`src/logic/boot_defines.svh`:
```
// Constants for the boot strap and address decode block.
// Assumes a 25 MHz system clock on CLK and an active-low reset NRST.
//
// Operation
// - Configuration pins are sampled once at power-up, then frozen.
// - Download pin low selects boot ROM download; high boots the application.
// - Normal-select pin low enters test mode using four test config pins.
// - Supply strap high selects switching regulator, low selects linear.
// - While external reset is held, general pins keep their previous state.
// - On reset release pins take defaults; fuse bits set their pulls.
// - Logic starts after 6ms; pin defaults follow 300us to 1.5ms later.
// - Firmware mode pins are made pulled-up inputs before they are sampled.
// - Boot high gives Normal; boot low picks test by status pin.
// - Radio test mode exchanges test commands over the logging serial port.
// - Factory check mode sends test data over the low-power serial port.
// - Instruction ROM at 0x0000_0000 (128KB), data ROM at 0x0002_0000 (32KB).
// - Small-core SRAM 0x0008_0000 (64KB); retention window 0x000C_0000.
// - 0x0200_0000 to 0x07FF_FFFF is PSRAM; 0x0800_0000 to 0x0FFF_FFFF flash.
// - Main SRAM 0x1000_0000 512KB; extension banks 0x100E_0000, 0x100F_0000.
// - 128MB peripheral windows at 0x4000_0000, 0x4800_0000, 0x5000_0000.
// - Embedded SRAMs accept byte, halfword and word accesses.
// - Main SRAM is two separately ported 256KB blocks.
// - SRAM forms three power domains of 256KB, 128KB and 128KB.
// - 1KB retention SRAM keeps data in deep sleep, reachable by both cores.
// - Without low-energy radio, an extra 64KB SRAM is available.
`ifndef BOOT_DEFINES_SVH
`define BOOT_DEFINES_SVH

`define IROM_BASE 32'h0000_0000
`define IROM_SIZE 32'h0002_0000
`define DROM_BASE 32'h0002_0000
`define DROM_SIZE 32'h0000_8000
`define LSRAM_BASE 32'h0008_0000
`define LSRAM_SIZE 32'h0001_0000
`define RET_BASE 32'h000C_0000
`define RET_SIZE 32'h0000_4000
`define RET_REAL 32'h0000_0400
`define PSRAM_BASE 32'h0200_0000
`define PSRAM_TOP 32'h07FF_FFFF
`define FLASH_BASE 32'h0800_0000
`define FLASH_TOP 32'h0FFF_FFFF
`define MSRAM_BASE 32'h1000_0000
`define MSRAM_SIZE 32'h0008_0000
`define MSRAM_HALF 32'h0004_0000
`define PD1_SIZE 32'h0004_0000
`define PD2_SIZE 32'h0002_0000
`define EXT0_BASE 32'h100E_0000
`define EXT1_BASE 32'h100F_0000
`define EXT_SIZE 32'h0001_0000
`define PERH_BASE 32'h4000_0000
`define PERL_BASE 32'h4800_0000
`define PERS_BASE 32'h5000_0000
`define PER_SIZE 32'h0800_0000

`define SUPPLY_MS 6
`define PIN_MIN_US 300
`define PIN_MAX_US 1500
`define CLK_MHZ 25
`define SUPPLY_CYC (`SUPPLY_MS * 1000 * `CLK_MHZ)
`define PIN_MIN_CYC (`PIN_MIN_US * `CLK_MHZ)
`define PIN_MAX_CYC (`PIN_MAX_US * `CLK_MHZ)
`define SYNC_FILL_CYC 3
`define FW_FILL_CYC 4

`define NPINS 16
`define NFUSE 5
`define PIN_DEFAULT_PULL 16'h0000

`endif

```
`src/logic/boot_pkg.sv`:
```
// Types shared by the boot strap and address decode block.
// Assumes the defines header is compiled alongside.
`default_nettype none
package boot_pkg;
	typedef enum logic [3:0] {
		FW_NORMAL = 4'h1,
		FW_RADIO_TEST = 4'h2,
		FW_FACTORY = 4'h4,
		FW_NONE = 4'h8
	} fw_mode_e;

	typedef enum logic [4:0] {
		ST_SUPPLY = 5'h01,
		ST_STRAP = 5'h02,
		ST_SETTLE = 5'h04,
		ST_FW_PULL = 5'h08,
		ST_RUN = 5'h10
	} boot_state_e;

	typedef enum logic [3:0] {
		TGT_NONE = 4'h0,
		TGT_IROM = 4'h1,
		TGT_DROM = 4'h2,
		TGT_LSRAM = 4'h3,
		TGT_RET = 4'h4,
		TGT_PSRAM = 4'h5,
		TGT_FLASH = 4'h6,
		TGT_MSRAM0 = 4'h7,
		TGT_MSRAM1 = 4'h8,
		TGT_EXT0 = 4'h9,
		TGT_EXT1 = 4'hA,
		TGT_PERH = 4'hB,
		TGT_PERL = 4'hC,
		TGT_PERS = 4'hD
	} target_e;

	typedef struct packed {
		logic download;
		logic test_mode;
		logic [3:0] test_cfg;
		logic switching_regulator_mode;
		logic linear_regulator_mode;
	} strap_s;

	typedef struct packed {
		logic valid;
		logic [31:0] addr;
		logic [1:0] size;
	} bus_req_s;

	typedef struct packed {
		target_e target;
		logic error;
		logic [3:0] byte_en;
		logic [2:0] pd_hit;
	} bus_rsp_s;
endpackage
`default_nettype wire

```
`src/logic/boot_decode.sv`:
```
// Power-up strap capture, firmware mode sampling, pin default control
// and system address decode.
// Assumes pins arrive asynchronously and a bus master drives one request
// per cycle on each of two ports (processor and DMA).
`include "boot_defines.svh"
`default_nettype none
module boot_decode
	import boot_pkg::*;
#(
	parameter int SUPPLY_CYC = `SUPPLY_CYC,
	parameter int PIN_MIN_CYC = `PIN_MIN_CYC,
	parameter int PIN_MAX_CYC = `PIN_MAX_CYC
) (
	// Clock and reset
	input wire logic CLK,
	input wire logic NRST,
	// External reset pin, active low
	input wire logic EXT_RESET_N,
	// Pin inputs
	input wire logic [`NPINS-1:0] PIN_IN,
	input wire logic DOWNLOAD_STRAP,
	input wire logic NORMAL_SEL_STRAP,
	input wire logic SUPPLY_SELECT_STRAP,
	input wire logic [3:0] TEST_CONFIG,
	input wire logic FIRMWARE_BOOT_PIN,
	input wire logic FIRMWARE_STATUS_PIN,
	// Fuse pull control and radio use
	input wire logic [`NFUSE-1:0] FUSE_CONTROLLED_PULL,
	input wire logic BLE_UNUSED,
	// Pin drive
	output logic [`NPINS-1:0] PIN_OUT,
	output logic [`NPINS-1:0] PIN_OE,
	output logic [`NPINS-1:0] PIN_PULLUP,
	output logic FW_PULLUP,
	// Boot status
	output strap_s STRAPS,
	output fw_mode_e FW_MODE,
	output logic LOG_PORT_TEST_EN,
	output logic LP_PORT_FACTORY_EN,
	output logic LOGIC_READY,
	output logic PINS_READY,
	// Two bus ports
	input wire bus_req_s REQ0,
	input wire bus_req_s REQ1,
	output bus_rsp_s RSP0,
	output bus_rsp_s RSP1,
	output logic SAME_BANK_STALL
);

	// ******************************
	// Input synchronisers
	// ******************************
	localparam int NS = 6;
	logic [NS-1:0] raw;
	logic [NS-1:0] s1_reg, s2_reg, s3_reg, sync_reg;
	assign raw = {EXT_RESET_N, DOWNLOAD_STRAP, NORMAL_SEL_STRAP,
		SUPPLY_SELECT_STRAP, FIRMWARE_BOOT_PIN, FIRMWARE_STATUS_PIN};
	logic [3:0] c1_reg, c2_reg, c3_reg, cfg_reg;

	always_ff @(posedge CLK or negedge NRST) begin
		if (!NRST) begin
			s1_reg <= '1;
			s2_reg <= '1;
			s3_reg <= '1;
			sync_reg <= '1;
			c1_reg <= 4'h0;
			c2_reg <= 4'h0;
			c3_reg <= 4'h0;
			cfg_reg <= 4'h0;
		end else begin
			s1_reg <= raw;
			s2_reg <= s1_reg;
			s3_reg <= s2_reg;
			sync_reg <= (s2_reg & s3_reg) | (sync_reg & (s2_reg | s3_reg));
			c1_reg <= TEST_CONFIG;
			c2_reg <= c1_reg;
			c3_reg <= c2_reg;
			cfg_reg <= (c2_reg & c3_reg) | (cfg_reg & (c2_reg | c3_reg));
		end
	end

	wire ext_rst_n = sync_reg[5];
	wire dl_s = sync_reg[4];
	wire nsel_s = sync_reg[3];
	wire sps_s = sync_reg[2];
	wire boot_s = sync_reg[1];
	wire stat_s = sync_reg[0];

	// ******************************
	// Power-up sequence
	// ******************************
	boot_state_e state_reg, state_next;
	logic [31:0] cnt_reg, cnt_next;
	wire sup_done = cnt_reg >= 32'(SUPPLY_CYC - 1);
	wire pin_done = cnt_reg >= 32'(PIN_MIN_CYC - 1);
	wire sync_done = cnt_reg >= 32'(`SYNC_FILL_CYC);
	// Pull-up reaches the pin only after FW_PULLUP rises: one cycle more
	wire fw_done = cnt_reg >= 32'(`FW_FILL_CYC);

	always_comb begin
		state_next = state_reg;
		cnt_next = cnt_reg + 32'h1;
		case (state_reg)
			ST_SUPPLY: begin
				if (sup_done) begin
					state_next = ST_STRAP;
					cnt_next = 32'h0;
				end
			end
			ST_STRAP: begin
				// Wait for synchronisers to fill before latching
				if (sync_done) begin
					state_next = ST_SETTLE;
					cnt_next = 32'h0;
				end
			end
			ST_SETTLE: begin
				if (pin_done) begin
					state_next = ST_FW_PULL;
					cnt_next = 32'h0;
				end
			end
			ST_FW_PULL: begin
				if (fw_done) begin
					state_next = ST_RUN;
					cnt_next = 32'h0;
				end
			end
			ST_RUN: cnt_next = cnt_reg;
			default: state_next = ST_SUPPLY;
		endcase
	end

	// ******************************
	// Strap latch, once per power-up
	// ******************************
	strap_s straps_reg;
	logic latched_reg;
	wire take_strap = (state_reg == ST_STRAP) && sync_done && !latched_reg;

	// Firmware mode decode
	fw_mode_e fw_dec;
	assign fw_dec = boot_s ? FW_NORMAL :
		(stat_s ? FW_RADIO_TEST : FW_FACTORY);
	fw_mode_e fw_reg;
	wire take_fw = (state_reg == ST_FW_PULL) && fw_done;

	always_ff @(posedge CLK or negedge NRST) begin
		if (!NRST) begin
			state_reg <= ST_SUPPLY;
			cnt_reg <= 32'h0;
			latched_reg <= 1'b0;
			straps_reg <= '0;
			fw_reg <= FW_NONE;
		end else begin
			state_reg <= state_next;
			cnt_reg <= cnt_next;
			if (take_strap) begin
				latched_reg <= 1'b1;
				straps_reg.download <= !dl_s;
				straps_reg.test_mode <= !nsel_s;
				straps_reg.test_cfg <= nsel_s ? 4'h0 : cfg_reg;
				straps_reg.switching_regulator_mode <= sps_s;
				straps_reg.linear_regulator_mode <= !sps_s;
			end
			if (take_fw) begin
				fw_reg <= fw_dec;
			end
		end
	end

	// ******************************
	// Pin hold and defaults
	// ******************************
	// Fuse-controlled pulls sit on the low pins; the rest default to
	// input with the fixed pull pattern.
	logic [`NPINS-1:0] dflt_pull;
	localparam logic [`NPINS-1:0] DFLT_PULL = `PIN_DEFAULT_PULL;
	genvar g;
	generate
		for (g = 0; g < `NPINS; g++) begin : g_pull
			if (g < `NFUSE) begin : g_f
				assign dflt_pull[g] = FUSE_CONTROLLED_PULL[g];
			end else begin : g_p
				assign dflt_pull[g] = DFLT_PULL[g];
			end
		end
	endgenerate

	logic [`NPINS-1:0] pout_reg, poe_reg, ppu_reg;
	wire pins_live = (state_reg == ST_FW_PULL) || (state_reg == ST_RUN);
	wire rst_fall = !ext_rst_n;

	always_ff @(posedge CLK or negedge NRST) begin
		if (!NRST) begin
			pout_reg <= '0;
			poe_reg <= '0;
			ppu_reg <= '0;
		end else if (rst_fall) begin
			// Keep prior state while the reset button is held
			pout_reg <= pout_reg;
			poe_reg <= poe_reg;
			ppu_reg <= ppu_reg;
		end else if (pins_live) begin
			// Defaults; software muxing lives outside this block
			pout_reg <= '0;
			poe_reg <= '0;
			ppu_reg <= dflt_pull;
		end
	end

	// ******************************
	// Address decode
	// ******************************
	function automatic logic in_win(input logic [31:0] a,
		input logic [31:0] base, input logic [31:0] size);
		in_win = (a >= base) && (a - base < size);
	endfunction

	function automatic bus_rsp_s decode(input bus_req_s r,
		input logic ble_off);
		logic [31:0] a;
		logic [1:0] o;
		a = r.addr;
		o = r.addr[1:0];
		decode = '0;
		if (in_win(a, `IROM_BASE, `IROM_SIZE)) begin
			decode.target = TGT_IROM;
		end else if (in_win(a, `DROM_BASE, `DROM_SIZE)) begin
			decode.target = TGT_DROM;
		end else if (in_win(a, `LSRAM_BASE, `LSRAM_SIZE)) begin
			decode.target = TGT_LSRAM;
		end else if (in_win(a, `RET_BASE, `RET_REAL)) begin
			decode.target = TGT_RET;
		end else if (a >= `PSRAM_BASE && a <= `PSRAM_TOP) begin
			decode.target = TGT_PSRAM;
		end else if (a >= `FLASH_BASE && a <= `FLASH_TOP) begin
			decode.target = TGT_FLASH;
		end else if (in_win(a, `MSRAM_BASE, `MSRAM_HALF)) begin
			decode.target = TGT_MSRAM0;
		end else if (in_win(a, `MSRAM_BASE + `MSRAM_HALF, `MSRAM_HALF)) begin
			decode.target = TGT_MSRAM1;
		end else if (ble_off && in_win(a, `EXT0_BASE, `EXT_SIZE)) begin
			decode.target = TGT_EXT0;
		end else if (in_win(a, `EXT1_BASE, `EXT_SIZE)) begin
			decode.target = TGT_EXT1;
		end else if (in_win(a, `PERH_BASE, `PER_SIZE)) begin
			decode.target = TGT_PERH;
		end else if (in_win(a, `PERL_BASE, `PER_SIZE)) begin
			decode.target = TGT_PERL;
		end else if (in_win(a, `PERS_BASE, `PER_SIZE)) begin
			decode.target = TGT_PERS;
		end
		// Unaligned or oversize accesses are refused too
		if (decode.target == TGT_NONE || r.size == 2'b11 ||
			(r.size == 2'b01 && o[0]) || (r.size == 2'b10 && o != 2'b00)) begin
			decode.target = TGT_NONE;
			decode.error = r.valid;
		end else begin
			case (r.size)
				2'b00: decode.byte_en = 4'b0001 << o;
				2'b01: decode.byte_en = o[1] ? 4'b1100 : 4'b0011;
				default: decode.byte_en = 4'b1111;
			endcase
			if (!r.valid) begin
				decode.byte_en = 4'h0;
			end
		end
		// Power domains: main SRAM splits 256KB, 128KB, 128KB
		if (decode.target == TGT_MSRAM0 || decode.target == TGT_MSRAM1) begin
			if (a - `MSRAM_BASE < `PD1_SIZE) begin
				decode.pd_hit = 3'b001;
			end else if (a - `MSRAM_BASE < `PD1_SIZE + `PD2_SIZE) begin
				decode.pd_hit = 3'b010;
			end else begin
				decode.pd_hit = 3'b100;
			end
		end
	endfunction

	bus_rsp_s dec0, dec1;
	assign dec0 = decode(REQ0, BLE_UNUSED);
	assign dec1 = decode(REQ1, BLE_UNUSED);
	// Only a clash on the same block stalls the second port
	wire clash = REQ0.valid && REQ1.valid && dec0.target == dec1.target &&
		dec0.target != TGT_NONE;

	bus_rsp_s rsp0_reg, rsp1_reg;
	logic stall_reg;
	always_ff @(posedge CLK or negedge NRST) begin
		if (!NRST) begin
			rsp0_reg <= '0;
			rsp1_reg <= '0;
			stall_reg <= 1'b0;
		end else begin
			rsp0_reg <= dec0;
			rsp1_reg <= clash ? bus_rsp_s'('0) : dec1;
			stall_reg <= clash;
		end
	end

	// ******************************
	// Outputs
	// ******************************
	logic fw_pu_reg, log_reg, lp_reg, prdy_reg;
	always_ff @(posedge CLK or negedge NRST) begin
		if (!NRST) begin
			fw_pu_reg <= 1'b0;
			log_reg <= 1'b0;
			lp_reg <= 1'b0;
			prdy_reg <= 1'b0;
		end else begin
			// Ready follows pins_live on the same edge as the first default write; an external reset hold does not delay it
			prdy_reg <= pins_live;
			fw_pu_reg <= state_next == ST_FW_PULL;
			log_reg <= fw_reg == FW_RADIO_TEST;
			lp_reg <= fw_reg == FW_FACTORY;
		end
	end

	assign PIN_OUT = pout_reg;
	assign PIN_OE = poe_reg;
	assign PIN_PULLUP = ppu_reg;
	assign FW_PULLUP = fw_pu_reg;
	assign STRAPS = straps_reg;
	assign FW_MODE = fw_reg;
	assign LOG_PORT_TEST_EN = log_reg;
	assign LP_PORT_FACTORY_EN = lp_reg;
	assign LOGIC_READY = latched_reg;
	assign PINS_READY = prdy_reg;
	assign RSP0 = rsp0_reg;
	assign RSP1 = rsp1_reg;
	assign SAME_BANK_STALL = stall_reg;

endmodule
`default_nettype wire

```
`config.mk`:
```
export PLATFORM = sky130hd
export DESIGN_NAME = boot_decode
export DESIGN_NICKNAME = d
export VERILOG_FILES = /design/src/logic/boot_pkg.sv /design/src/logic/boot_decode.sv
export VERILOG_INCLUDE_DIRS = /design/src /design/src/logic
export SDC_FILE = /design/constraint.sdc
export NUM_CORES = 1
export LEC_CHECK = 0
export ABC_AREA = 1
export BUFFER_PORTS_ARGS = -buffer_cell sky130_fd_sc_hd__buf_2
export CAP_MARGIN = 5
export CORE_ASPECT_RATIO = 1.1
export CORE_MARGIN = 3
export CORE_UTILIZATION = 58
export CTS_BUF_LIST = sky130_fd_sc_hd__clkbuf_8
export DETAILED_ROUTE_END_ITERATION = 10
export GPL_TIMING_DRIVEN = 0
export PLACE_DENSITY = 0.91
export SETUP_SLACK_MARGIN = 0.1
export SYNTH_ARGS = -nofsm -noshare
export SYNTH_HDL_FRONTEND = slang
export SYNTH_SLANG_ARGS = --single-unit
```
`constraint.sdc`:
```
create_clock -name CLK -period 3 [get_ports CLK]
set_input_delay 0.6 -clock CLK [delete_from_list [all_inputs] [get_ports CLK]]
set_output_delay 0.6 -clock CLK [all_outputs]
set_load 0.01 [all_outputs]
```
======== Yosys cells after proc, flatten, opt, wreduce, memory -nomap -nowiden ========
Index checks and enable logic that the tools add are counted.
Widths: inputs -> output; s select.
word-level totals
  register bits ........................... 124
  logic and storage cells ................. 254
cells by class
  $add $sub $neg .......................... 21
  magnitude comparators ................... 58
  equality and inequality tests ........... 19
  shift-type cells ........................ 2
  muxes and demuxes ....................... 56
  bitwise operators ....................... 8
  reduce and logical (&&, ||, !) cells .... 59
operators by type and width
  kind                    number
  $ge 32x29->1 const B    8
  $sub 32x29->32 const B  8
  $ge 32x31->1 const B    6
  $lt 32x17->1 const B    6
  $lt 32x19->1 const B    6
  $lt 32x28->1 const B    6
  $sub 32x31->32 const B  6
  $pmux 32 s5             1
  $mux 4                  33
  $ge 32x20->1 const B    4
  $mux 32                 4
  $sub 32x20->32 const B  4
  $ge 32x18->1 const B    3
  $ge 32x1->1 const B     2
  $ge 32x26->1 const B    2
  $ge 32x28->1 const B    2
  $le 32x27->1 const B    2
  $le 32x28->1 const B    2
  $lt 32x11->1 const B    2
  $lt 32x16->1 const B    2
  $lt 32x18->1 const B    2
  $sub 32x18->32 const B  2
  $logic_and 1x1->1       38
  $add 32x1->32 const B   1
  31 further kinds        71

======== Longest topological paths before layout ========
Gate-level depths: netlist of the first run.
  word-level depth ........................ 25
  depth in mapped cells ................... 27
  depth with buffers taken out ............ 25

======== Worst setup path before layout of the first run ========
OpenSTA, ideal clock, no wires.
  path kind ............................... input port to flip-flop
  from .................................... input port REQ1[29] (netlist bit)
  to ...................................... register rsp1_reg, in the netlist RSP1[2]
  setup time .............................. 0.122 ns
  arrival time ............................ 2.939 ns
  required time ........................... 2.878 ns
  slack ................................... -0.061 ns
  stages on the path ...................... 22
  path buffers ............................ 2
  cells stage by stage .................... buf_2 > clkinv_1 > ha_1 > inv_1 > o21ai_0 > nor2_4 > nand2_1 > a21oi_1 > nand2_1 > nor2_1 > nand2_1 > nand4_1 > nor2_1 > nor2_1 > inv_1 > nand2_1 > nand2_1 > nor2_1 > nand3_1 > nor2_2 > buf_6 > nor2_2
between the ends
  word-level cells in the longest chain between the ends .. 25
  elaborated cells on any way between the ends .. 79
  those cells by class .................... 10 x add/sub; 27 x order compare; 3 x eq/ne; 18 x mux; 21 x reduce/logical
RTL lines
  what                               RTL line            source
  from (decl)                        boot_decode.sv:44   input wire bus_req_s REQ1,
  $sub 32x31->32                     boot_decode.sv:217  in_win = (a >= base) && (a - base < size);
  $lt 32x28->1                       boot_decode.sv:217
  $logic_and 1x1->1                  boot_decode.sv:217
  $mux 4                             boot_decode.sv:251  end else if (in_win(a, `PERS_BASE, `PER_SIZE)) begin
  $mux 4                             boot_decode.sv:249  end else if (in_win(a, `PERL_BASE, `PER_SIZE)) begin
  $mux 4                             boot_decode.sv:247  end else if (in_win(a, `PERH_BASE, `PER_SIZE)) begin
  $mux 4                             boot_decode.sv:245  end else if (in_win(a, `EXT1_BASE, `EXT_SIZE)) begin
  $mux 4                             boot_decode.sv:243  end else if (ble_off && in_win(a, `EXT0_BASE, `EXT_SIZE)) begin
  [8 not listed]                     -
  $logic_not 4->1                    boot_decode.sv:255  if (decode.target == TGT_NONE || r.size == 2'b11 ||
  $logic_or 1x1->1 (2 in series)     boot_decode.sv:255
  $logic_or 1x1->1                   boot_decode.sv:256  (r.size == 2'b01 && o[0]) || (r.size == 2'b10 && o != 2'b00)) begin
  $mux 5 *                           boot_decode.sv:255
  $eq 4x4->1 *                       boot_decode.sv:285  wire clash = REQ0.valid && REQ1.valid && dec0.target == dec1.target &&
  $logic_and 1x1->1 * (2 in series)  boot_decode.sv:285
  net clash                          boot_decode.sv:285
  $mux 12 *                          boot_decode.sv:297  rsp1_reg <= clash ? bus_rsp_s'('0) : dec1;
  to (signal assigned)               boot_decode.sv:297
  to (decl)                          boot_decode.sv:288  bus_rsp_s rsp0_reg, rsp1_reg;
Mark *: on every way through the listed nets, which the timed path passes. The rest lies on a longest branch.
A chain may end at the register's enable or synchronous reset.

==> run_results.csv, run 1 <==
group,metric,value,unit
setup_path,crit_fanout,6,
setup_path,cp-end-kind,"flip-flop",
setup_path,cp_top_family,"simple AND/OR/NAND/NOR gates",
layout,syn2layout_area_growth,29.08,%
synth,synth_edf_count,0,
setup_path,max_stage_delay,0.30,ns
hold_path,hp-class,"input pin to flip-flop",
clock_tree,cts.sinks,124,
routing,drc,0,
synth,post_synth_num_cell_types,52,
layout,largest_reg_flops,32,
routing,viasPerCell,5.533,
floorplanning,initial_core_util,59.74,%
synth,synth.avg_cell_area,6.564,um^2
synth,yosysMostFrequentCell,"nand2_1",
power,peakVddDrop,303.5,uV
setup_path,r2r_slack,0.31,ns
timing,finalHoldViolations,0,
timing,worst_pin_slew,0.7075,ns
hold_path,min_path_cells,1,
power,power,0.004243,W
synth,synth_top_area_share,23.95,%
power,leakage,6.534,nW
timing,timing.fmax,341.1,MHz
synth,yosys-top-cells-count,"nand2_1 (430), nor2_1 (255), inv_1 (170), nand3_1 (127), dfrtp_1 (98)",
power,power.switching,0.001300,W
timing,slew_headroom,51.61,%
global_routing,antenna_found_initial,0,
setup_path,path_cells,"buf_8, inv_8, buf_8, buf_4, nand2_2, nor2_4, nor2_1, nor4_1, nand4_1, nor2_1, nand2_1, nand2_1, nor2_2, nor2_4, inv_2, nand2_4, nand2_2, nor2_2, nand3_2, nor2_4, buf_6, nor2_2",
setup_path,cpMaxStageDelayCell,"nor4_1",
clock_tree,insertion_delay,0.43,ns
clock_tree,clockBufferDepth,2,
synth,yosys.area.top_type,"dfrtp_1",
setup_path,required,3.31,ns
layout,nets,1942,
setup_path,r2r-end,"cnt_reg[26]",
global_routing,grt_max_degree,104,
global_routing,grt_overflow,0,
routing,vias,11400,
synth,yosysWarnings,0,
power,seq_power_share,41.5,%
timing,skew,0.009824,ns
floorplanning,io_pins,194,
power,clockPowerShare,35.1,%
setup_path,crit_type,"input pin to flip-flop",
routing,ant_nets,0,
routing,drt_iter0_drc,1207,
global_routing,grt_pass1_wl,50200,um
run_status,outcome,"finished, final reports clean",
hold_path,hold_start,"EXT_RESET_N",
routing,wl_per_cell,16.45,um
floorplanning,die_h,145.4,um
power,cellInternalPower,0.002943,W
power,p_sw_share,30.63,%
timing,fin_crit,2.932,ns
timing,setup_viol,0,
timing,slew_violations,0,
synth,synthTopCellsByArea,"dfrtp_1 (24%), nand2_1 (16%), nor2_1 (9.3%)",
place,port_buffers,122,
setup_path,ff2ff_path_depth,12,
job,maxCapViolations,0,
synth,synthFlopType,"dfrtp_1",
synth,netlist_instances,1560,
synth,netlist_area,10240,um^2
power,p_per_area,321.0,nW/um^2
clock_tree,cts_tree,"yes",
floorplanning,core,17140,um^2
setup_path,critPathArrivalTime,3.25,ns
synth,async_flop_share,100.0,%
setup_path,worstSetupStartpointType,"input pin",
synth,synth_seq_cells,124,
setup_path,worst-path-buf-inv,6,
clock_tree,cts_htree_levels,4,
hold_path,whs_endpoint,"s1_reg[5]",
power,combPwrFrac,23.4,%
global_routing,track_usage,31.93,%
place,gp_congestion,1.004,
routing,drt_pass1_iterations,8,
place,hpwl,24330,um
timing,finalSetupTns,0,ns
layout,drive_gt1_share,30.54,%
floorplanning,rows,50,
routing,wirelength,33900,um
floorplanning,die_area,19290,um^2
timing,period_share,97.73,%
clock_tree,clkTransAtPathRegs,0.08,ns
global_routing,grt_pass1_vias,10120,
clock_tree,cts_root_buffer,"clkbuf_8",
timing,rsz0062_at_grt,"true",
setup_path,r2r-start,"cnt_reg[0]",
floorplanning,die_w,132.7,um
synth,synth-seq-area-share,30.62,%
layout,antenna_cells,0,
clock_tree,cts_buffers,17,
-- routing by layer --
metal  global-route usage (%)  vias to the layer above  wire [um]
li1                         -                     5366          -
met1                    39.06                     5240      12690
met2                    56.46                      657      16950
met3                    5.325                      140       2813
met4                    11.90                        0       1449
met5                        0                        -          0
-- cells in the final DEF (no fill, tap or decap), drive strengths merged, types with 2 or more instances in the layout --
| cell type | netlist | routed |
|---|---|---|
| a31oi | 2 | 2 |
| clkinv | 3 | 9 |
| xnor2 | 8 | 8 |
| inv | 178 | 177 |
| xor2 | 32 | 32 |
| a21oi | 35 | 35 |
| maj3 | 10 | 10 |
| ha | 24 | 24 |
| mux2 | 5 | 5 |
| nand4 | 31 | 31 |
| nor4 | 11 | 11 |
| a41oi | 2 | 2 |
| nand3b | 5 | 5 |
| nor2 | 307 | 307 |
| nor3 | 35 | 35 |
| nand2 | 446 | 446 |
| o21a | 4 | 4 |
| conb | 1 | 43 |
| o21bai | 2 | 2 |
| clkinvlp | 0 | 7 |
| o21ai | 71 | 71 |
| dfrtp | 98 | 98 |
| bufinv | 0 | 3 |
| or2 | 2 | 2 |
| dfstp | 26 | 26 |
| nand3 | 131 | 131 |
| buf | 75 | 263 |
| clkbuf | 6 | 27 |
-- through the flow --
step	instance area (um^2)	worst slack, ns	std cells	util, %	hold slack [ns]
global placement	11340	-0.6499	1958	66.15	0.3315
CTS	12000	0.08274	1999	70.03	0.2501
floorplan	10440	0.1119	1602	-	0.3044
global route	13220	-0.08720	2061	77.11	0.2367
detailed placement	11370	-0.7248	1959	66.35	0.3413
finish	13220	0.06819	2061	77.11	0.2679
-- final cells by class --
cell class	instances	area (um^2)
clock buffer	17	234.0
buffer	81	680.7
inverter	181	740.7
timing repair buffer	193	1304
clock inverter	15	176.4
fill	1303	3924
tap	234	292.8
sequential	124	3139
multi-input combinational	1216	6650
-- logic make-up after synthesis --
| family | share of synthesized area (%) |
|---|---|
| AO/OA/AOI/OAI | 6.855 |
| XOR/XNOR | 3.495 |
| adder cells (fa/ha/maj) | 3.910 |
| buffers and inverters | 12.39 |
| flip-flops | 30.62 |
| multiplexers | 0.5498 |
| other | 0.03662 |
| AND/OR/NAND/NOR | 42.14 |
-- worst max-delay path by stage --
stage,endpoint,slack (ns),from,cells past startpoint
2_1_floorplan,RSP1[2],0.11,REQ1[29],22
3_3_place_gp,RSP1[10],-0.65,REQ0[22],22
3_5_place_dp,RSP1[2],-0.72,REQ0[22],22
4_1_cts,RSP1[1],0.08,REQ1[22],24
5_1_grt,RSP1[2],-0.09,REQ1[20],23
6_report,RSP1[2],0.07,REQ0[22],22
-- power groups by stage --
stage	sequential [W]	clock (W)	combinational [W]
after detailed placement	0.00179	0	0.000766
after CTS	0.00176	0.00150	0.000797
after global placement	0.00178	0	0.000750
after global routing	0.00176	0.00158	0.00108
final	0.00176	0.00149	0.000994
after floorplan	0.00179	0	0.000505
-- repair_timing --
item | CTS | global route
pin swaps | 6 | 79
buffers inserted | 6 | 59
hold buffers | 1 | 0
hold endpoints to repair | 3 | 0
endpoints found under the setup margin | 30 | 35
gates resized for setup | 49 | 208
cloned | 1 | 3
(Power assumes the default switching activity.)
==> inputs of run 2 (changes only) <==
==> constraint.sdc (replaced) <==
create_clock -name CLK -period 3 [get_ports CLK]
set_input_delay 0.45 -clock CLK [delete_from_list [all_inputs] [get_ports CLK]]
set_output_delay 0.45 -clock CLK [all_outputs]
set_load 0.01 [all_outputs]
==> run 2 against run 1 <==
Net effect: critical path type is now flip-flop to flip-flop; utilization is 5.2 points lower; largest power group unchanged; critical endpoint is now cnt_reg[14]; total power is 3.4% lower; first-iteration DRC count is 6.8% lower; fmax is 3.9% higher; global-route usage is 0.68 points lower; cell area is 6.7% lower; register-to-register slack worse by 0.13 ns; die area stayed put; combinational power is 14% lower; largest cell class unchanged; sequential share of layout area is 1.7 points higher; worst hold slack worse by 0.16 ns.
==> run_results.csv, run 2 (synthesized netlist as in run 1, its figures left out) <==
group,metric,value,unit
hold_path,min_path_cells,1,
job,maxCapViolations,0,
timing,skew,0.01076,ns
clock_tree,cts_root_buffer,"clkbuf_8",
routing,wirelength,31690,um
timing,finalSetupTns,0,ns
layout,nets,1888,
clock_tree,insertion_delay,0.43,ns
setup_path,critPathArrivalTime,3.12,ns
routing,drt_pass1_iterations,7,
floorplanning,io_pins,194,
clock_tree,clockBufferDepth,2,
global_routing,grt_util_met1,41.43,%
global_routing,antenna_found_initial,0,
timing,timing.fmax,354.4,MHz
timing,fin_ws,0.1781,ns
clock_tree,cts_tree,"yes",
run_status,outcome,"finished, final reports clean",
setup_path,ff2ff_path_depth,9,
place,hpwl,23610,um
global_routing,grt_pass1_vias,9715,
floorplanning,core,17140,um^2
clock_tree,clkTransAtPathRegs,0.08,ns
clock_tree,cts_buffers,17,
setup_path,cp-end-kind,"flip-flop",
layout,final_util,71.91,%
setup_path,required,3.30,ns
routing,drt_iter0_drc,1125,
floorplanning,die_area,19290,um^2
timing,period_share,94.06,%
timing,fin_crit,2.822,ns
timing,finalHoldViolations,0,
floorplanning,rows,50,
layout,largest_reg_flops,32,
layout,final_common_cell,"nand2_1",
place,postPlaceCellArea,11340,um^2
setup_path,r2r_slack,0.18,ns
place,port_buffers,122,
floorplanning,initial_core_util,59.74,%
setup_path,crit_start,"cnt_reg[12]",
routing,vias,10950,
timing,slew_violations,0,
clock_tree,cts_htree_levels,4,
power,leakage,6.172,nW
global_routing,met2_usage,53.17,%
global_routing,track_usage,31.25,%
clock_tree,cts.sinks,124,
global_routing,grt_pass1_wl,49220,um
timing,worst_pin_slew,0.6577,ns
power,peakVddDrop,334.7,uV
setup_path,crit_fanout,10,
layout,antenna_cells,0,
global_routing,grt_overflow,0,
layout,final_cell_mix,"nand2_1 (414), nor2_1 (232), inv_1 (162), buf_2 (122), nand3_1 (121)",
timing,setup_viol,0,
place,gp_congestion,1.013,
global_routing,busiest_layer,"met2",
hold_path,hold_start,"NORMAL_SEL_STRAP",
floorplanning,die_w,132.7,um
layout,syn2layout_area_growth,20.38,%
floorplanning,die_h,145.4,um
hold_path,hp-class,"input pin to flip-flop",
timing,rsz0062_at_grt,"false",
setup_path,r2r-start,"cnt_reg[12]",
routing,wl_per_cell,15.79,um
routing,viasPerCell,5.456,
routing,drc,0,
global_routing,grt_max_degree,107,
place,place_ws,-0.5920,ns
setup_path,worstSetupStartpointType,"flip-flop",
power,p_per_area,332.5,nW/um^2
layout,final_area,12330,um^2
layout,drive_gt1_share,25.04,%
timing,slew_headroom,55.02,%
global_routing,use_met3,3.804,%
routing,ant_nets,0,
setup_path,crit_type,"flip-flop to flip-flop",
## run 2: per-layer routing
| layer | vias up | part of all wire (%) |
|---|---|---|
| met5 | - | 0 |
| met3 | 103 | 8.3 |
| met2 | 629 | 48 |
| met4 | 0 | 3.4 |
| met1 | 4957 | 40 |
| li1 | 5262 | - |
## run 2: per-stage QoR
step / std cells / hold WS (ns) / power [W]
after floorplan: 1602 / 0.1544 / 0.002289
after global placement: 1958 / 0.3311 / 0.002528
after detailed placement: 1959 / 0.2995 / 0.002544
after CTS: 1993 / 0.08920 / 0.004028
after global routing: 2007 / 0.08185 / 0.004274
final: 2007 / 0.1102 / 0.004099
## run 2: final cells by class
| cell class | count | area, um^2 |
|---|---|---|
| repair buffers | 139 | 783.3 |
| fillers | 1433 | 4815 |
| well taps | 234 | 292.8 |
| multi-input cells | 1216 | 6352 |
| plain buffers | 81 | 651.9 |
| flip-flops and latches | 124 | 3139 |
| inverters | 181 | 704.4 |
| clock inverters | 13 | 141.4 |
| clock buffers | 19 | 261.5 |
## run 2: timing repair
action	CTS	global route
buffers inserted	0	14
pin swaps	1	30
endpoints found under the setup margin	14	39
resized for setup	25	121
endpoints found under the hold margin	18	0
hold buffers	1	0
gates cloned	1	0
## run 2: critical path, cell delays in order, from the launching register on
cell and delay, ns:
dfrtp_1 0.43, inv_1 0.10, nor3_1 0.37, o2111ai_1 0.17
nand3_1 0.19, nor2_1 0.09, nor4_1 0.48, clkbuf_2 0.37
clkbuf_1 0.41, nor2_1 0.09
## run 2: report_power, final
| group | leakage (nW) | internal (W) | switching, W | total [W] |
|---|---|---|---|---|
| logic | 4.41 | 0.000307 | 0.000550 | 0.000856 |
| registers | 1.57 | 0.00173 | 0.0000244 | 0.00176 |
| clock network | 0.193 | 0.000786 | 0.000697 | 0.00148 |
## run 2: worst paths after layout
| path | end |
|---|---|
| min in group asynchronous | cnt_reg[28] |
| hold / removal | s1_reg[3] |
| setup reg to reg | cnt_reg[14] |
| hold reg to reg | s2_reg[5] |
| max in group asynchronous | s1_reg[0] |
| setup / recovery | cnt_reg[14] |
==> inputs of run 3 (changes only) <==
--- a/config.mk
+++ b/config.mk
@@ -16,6 +16,7 @@
 export DETAILED_ROUTE_END_ITERATION = 10
 export GPL_TIMING_DRIVEN = 0
 export PLACE_DENSITY = 0.91
+export RECOVER_POWER = 25
 export SETUP_SLACK_MARGIN = 0.1
 export SYNTH_ARGS = -nofsm -noshare
 export SYNTH_HDL_FRONTEND = slang
==> run 3 against run 2 <==
Net effect: worst setup slack worse by 0.026 ns; cell area hardly changed; register-to-register slack got worse by 0.03 ns; clock skew is essentially flat.
==> run_results.csv, run 3 (synthesized netlist as in run 1, its figures left out) <==
group,metric,value,unit
timing,worst_pin_slew,1.088,ns
timing,finalSetupTns,0,ns
timing,finalHoldViolations,0,
setup_path,cp-end-kind,"flip-flop",
timing,timing.fmax,351.2,MHz
layout,fillers,1436,
routing,drt_pass1_iterations,7,
clock_tree,cts_root_buffer,"clkbuf_8",
floorplanning,core,17140,um^2
global_routing,track_usage,31.25,%
timing,whs,0.1096,ns
floorplanning,die_area,19290,um^2
clock_tree,cts.sinks,124,
layout,multiInputGateArea,6352,um^2
layout,nets,1888,
layout,syn2layout_area_growth,20.30,%
global_routing,grt_pass1_wl,49220,um
routing,viasPerCell,5.449,
layout,antenna_cells,0,
timing,fin_ws,0.1523,ns
layout,drive_gt1_share,24.48,%
power,p_per_area,332.0,nW/um^2
global_routing,grt_max_degree,107,
routing,met2_length,15150,um
clock_tree,insertion_delay,0.43,ns
place,postPlaceCellArea,11340,um^2
global_routing,antenna_found_initial,0,
setup_path,cpMaxStageDelayCell,"nor4_1",
setup_path,cp_top_family,"simple AND/OR/NAND/NOR gates",
routing,wirelength,31610,um
setup_path,worstSetupStartpointType,"flip-flop",
global_routing,grt_overflow,0,
timing,period_share,94.92,%
setup_path,critPathArrivalTime,3.15,ns
floorplanning,rows,50,
setup_path,path_cells,"inv_1, nor3_1, o2111ai_1, nand3_1, nor2_1, nor4_1, clkbuf_2, clkbuf_1, nor2_1",
layout,final_area,12320,um^2
timing,fin_crit,2.848,ns
timing,setup_viol,0,
setup_path,worst-path-buf-inv,3,
setup_path,required,3.30,ns
hold_path,hp-class,"input pin to flip-flop",
clock_tree,cts_tree,"yes",
global_routing,grt_pass1_vias,9715,
floorplanning,initial_core_util,59.74,%
run_status,outcome,"finished, final reports clean",
timing,slew_violations,0,
clock_tree,cts_htree_levels,4,
setup_path,r2r_slack,0.15,ns
routing,routed.top_layer,"met4",
timing,slew_headroom,27.46,%
routing,drc,0,
setup_path,crit_fanout,10,
layout,seq_area,3139,um^2
setup_path,cpMostUsedCell,"nor2_1",
power,peakVddDrop,333.4,uV
layout,largest_reg_flops,32,
job,maxCapViolations,0,
clock_tree,cts_buffers,17,
setup_path,crit_type,"flip-flop to flip-flop",
floorplanning,die_h,145.4,um
routing,wl_met1,12770,um
place,gp_congestion,1.013,
clock_tree,clkTransAtPathRegs,0.08,ns
setup_path,max_stage_delay,0.48,ns
floorplanning,die_w,132.7,um
place,hpwl,23610,um
layout,final_cell_mix,"nand2_1 (414), nor2_1 (232), inv_1 (162), nand3_1 (121), buf_2 (121)",
routing,drt_iter0_drc,1187,
layout,final_common_cell,"nand2_1",
clock_tree,clockBufferDepth,2,
place,port_buffers,122,
power,leakage,6.160,nW
timing,skew,0.01096,ns
routing,wl_met3,2610,um
routing,ant_nets,0,
timing,rsz0062_at_grt,"false",
floorplanning,io_pins,194,
routing,wl_per_cell,15.75,um
routing,vias,10940,
place,place_ws,-0.5920,ns
## run 3: cell types whose count changed in the layout (fill, tap and decap cells not counted), sizes merged
cell	change
buf	-2
clkbuf	+2
## run 3: cell type report
| class | instances | area share, % |
|---|---|---|
| Clock buffer | 19 | 2.123 |
| Sequential cell | 124 | 25.48 |
| Clock inverter | 13 | 1.148 |
| Inverter | 181 | 5.719 |
| Timing Repair Buffer | 139 | 6.287 |
| Buffer | 81 | 5.292 |
| Tap cell | 234 | 2.377 |
| Multi-Input combinational cell | 1216 | 51.57 |
## run 3: timing repair
item / in CTS / in global routing
setup buffers: 0 / 14
pin swaps: 1 / 30
hold buffers: 1 / 0
endpoints found under the hold margin: 18 / 0
setup endpoints to repair: 14 / 39
cloned: 1 / 0
resized for setup: 25 / 121
## run 3: path summary, 6_finish.rpt
path / start / to / depth (start not counted)
worst min-delay path: NORMAL_SEL_STRAP / s1_reg[3] / 1
worst max register to register: cnt_reg[12] / cnt_reg[14] / 9
min in group asynchronous: NRST / cnt_reg[28] / 2
worst min register to register: s1_reg[5] / s2_reg[5] / 0
worst max-delay path: cnt_reg[12] / cnt_reg[14] / 9
max in group asynchronous: NRST / cnt_reg[0] / 3
## run 3: layer usage
metal,up-vias,track usage [%]
met5,-,0
met4,0,10.60
met3,101,3.804
met2,614,53.17
met1,4969,41.43
li1,5252,-
## run 3: stage by stage
step | util [%] | instances | total power [W]
finish | 71.86 | 2007 | 0.004090
global route | 71.86 | 2007 | 0.004270
CTS | 69.09 | 1993 | 0.004028
detailed placement | 66.13 | 1959 | 0.002544
global placement | 65.93 | 1958 | 0.002528
floorplan | - | 1602 | 0.002289
## run 3: where the power goes
part / internal, W / leakage, nW / switching, W / total, W
sequential: 0.00173 / 1.57 / 0.0000244 / 0.00176
combinational: 0.000306 / 4.40 / 0.000549 / 0.000855
clock: 0.000786 / 0.193 / 0.000693 / 0.00148
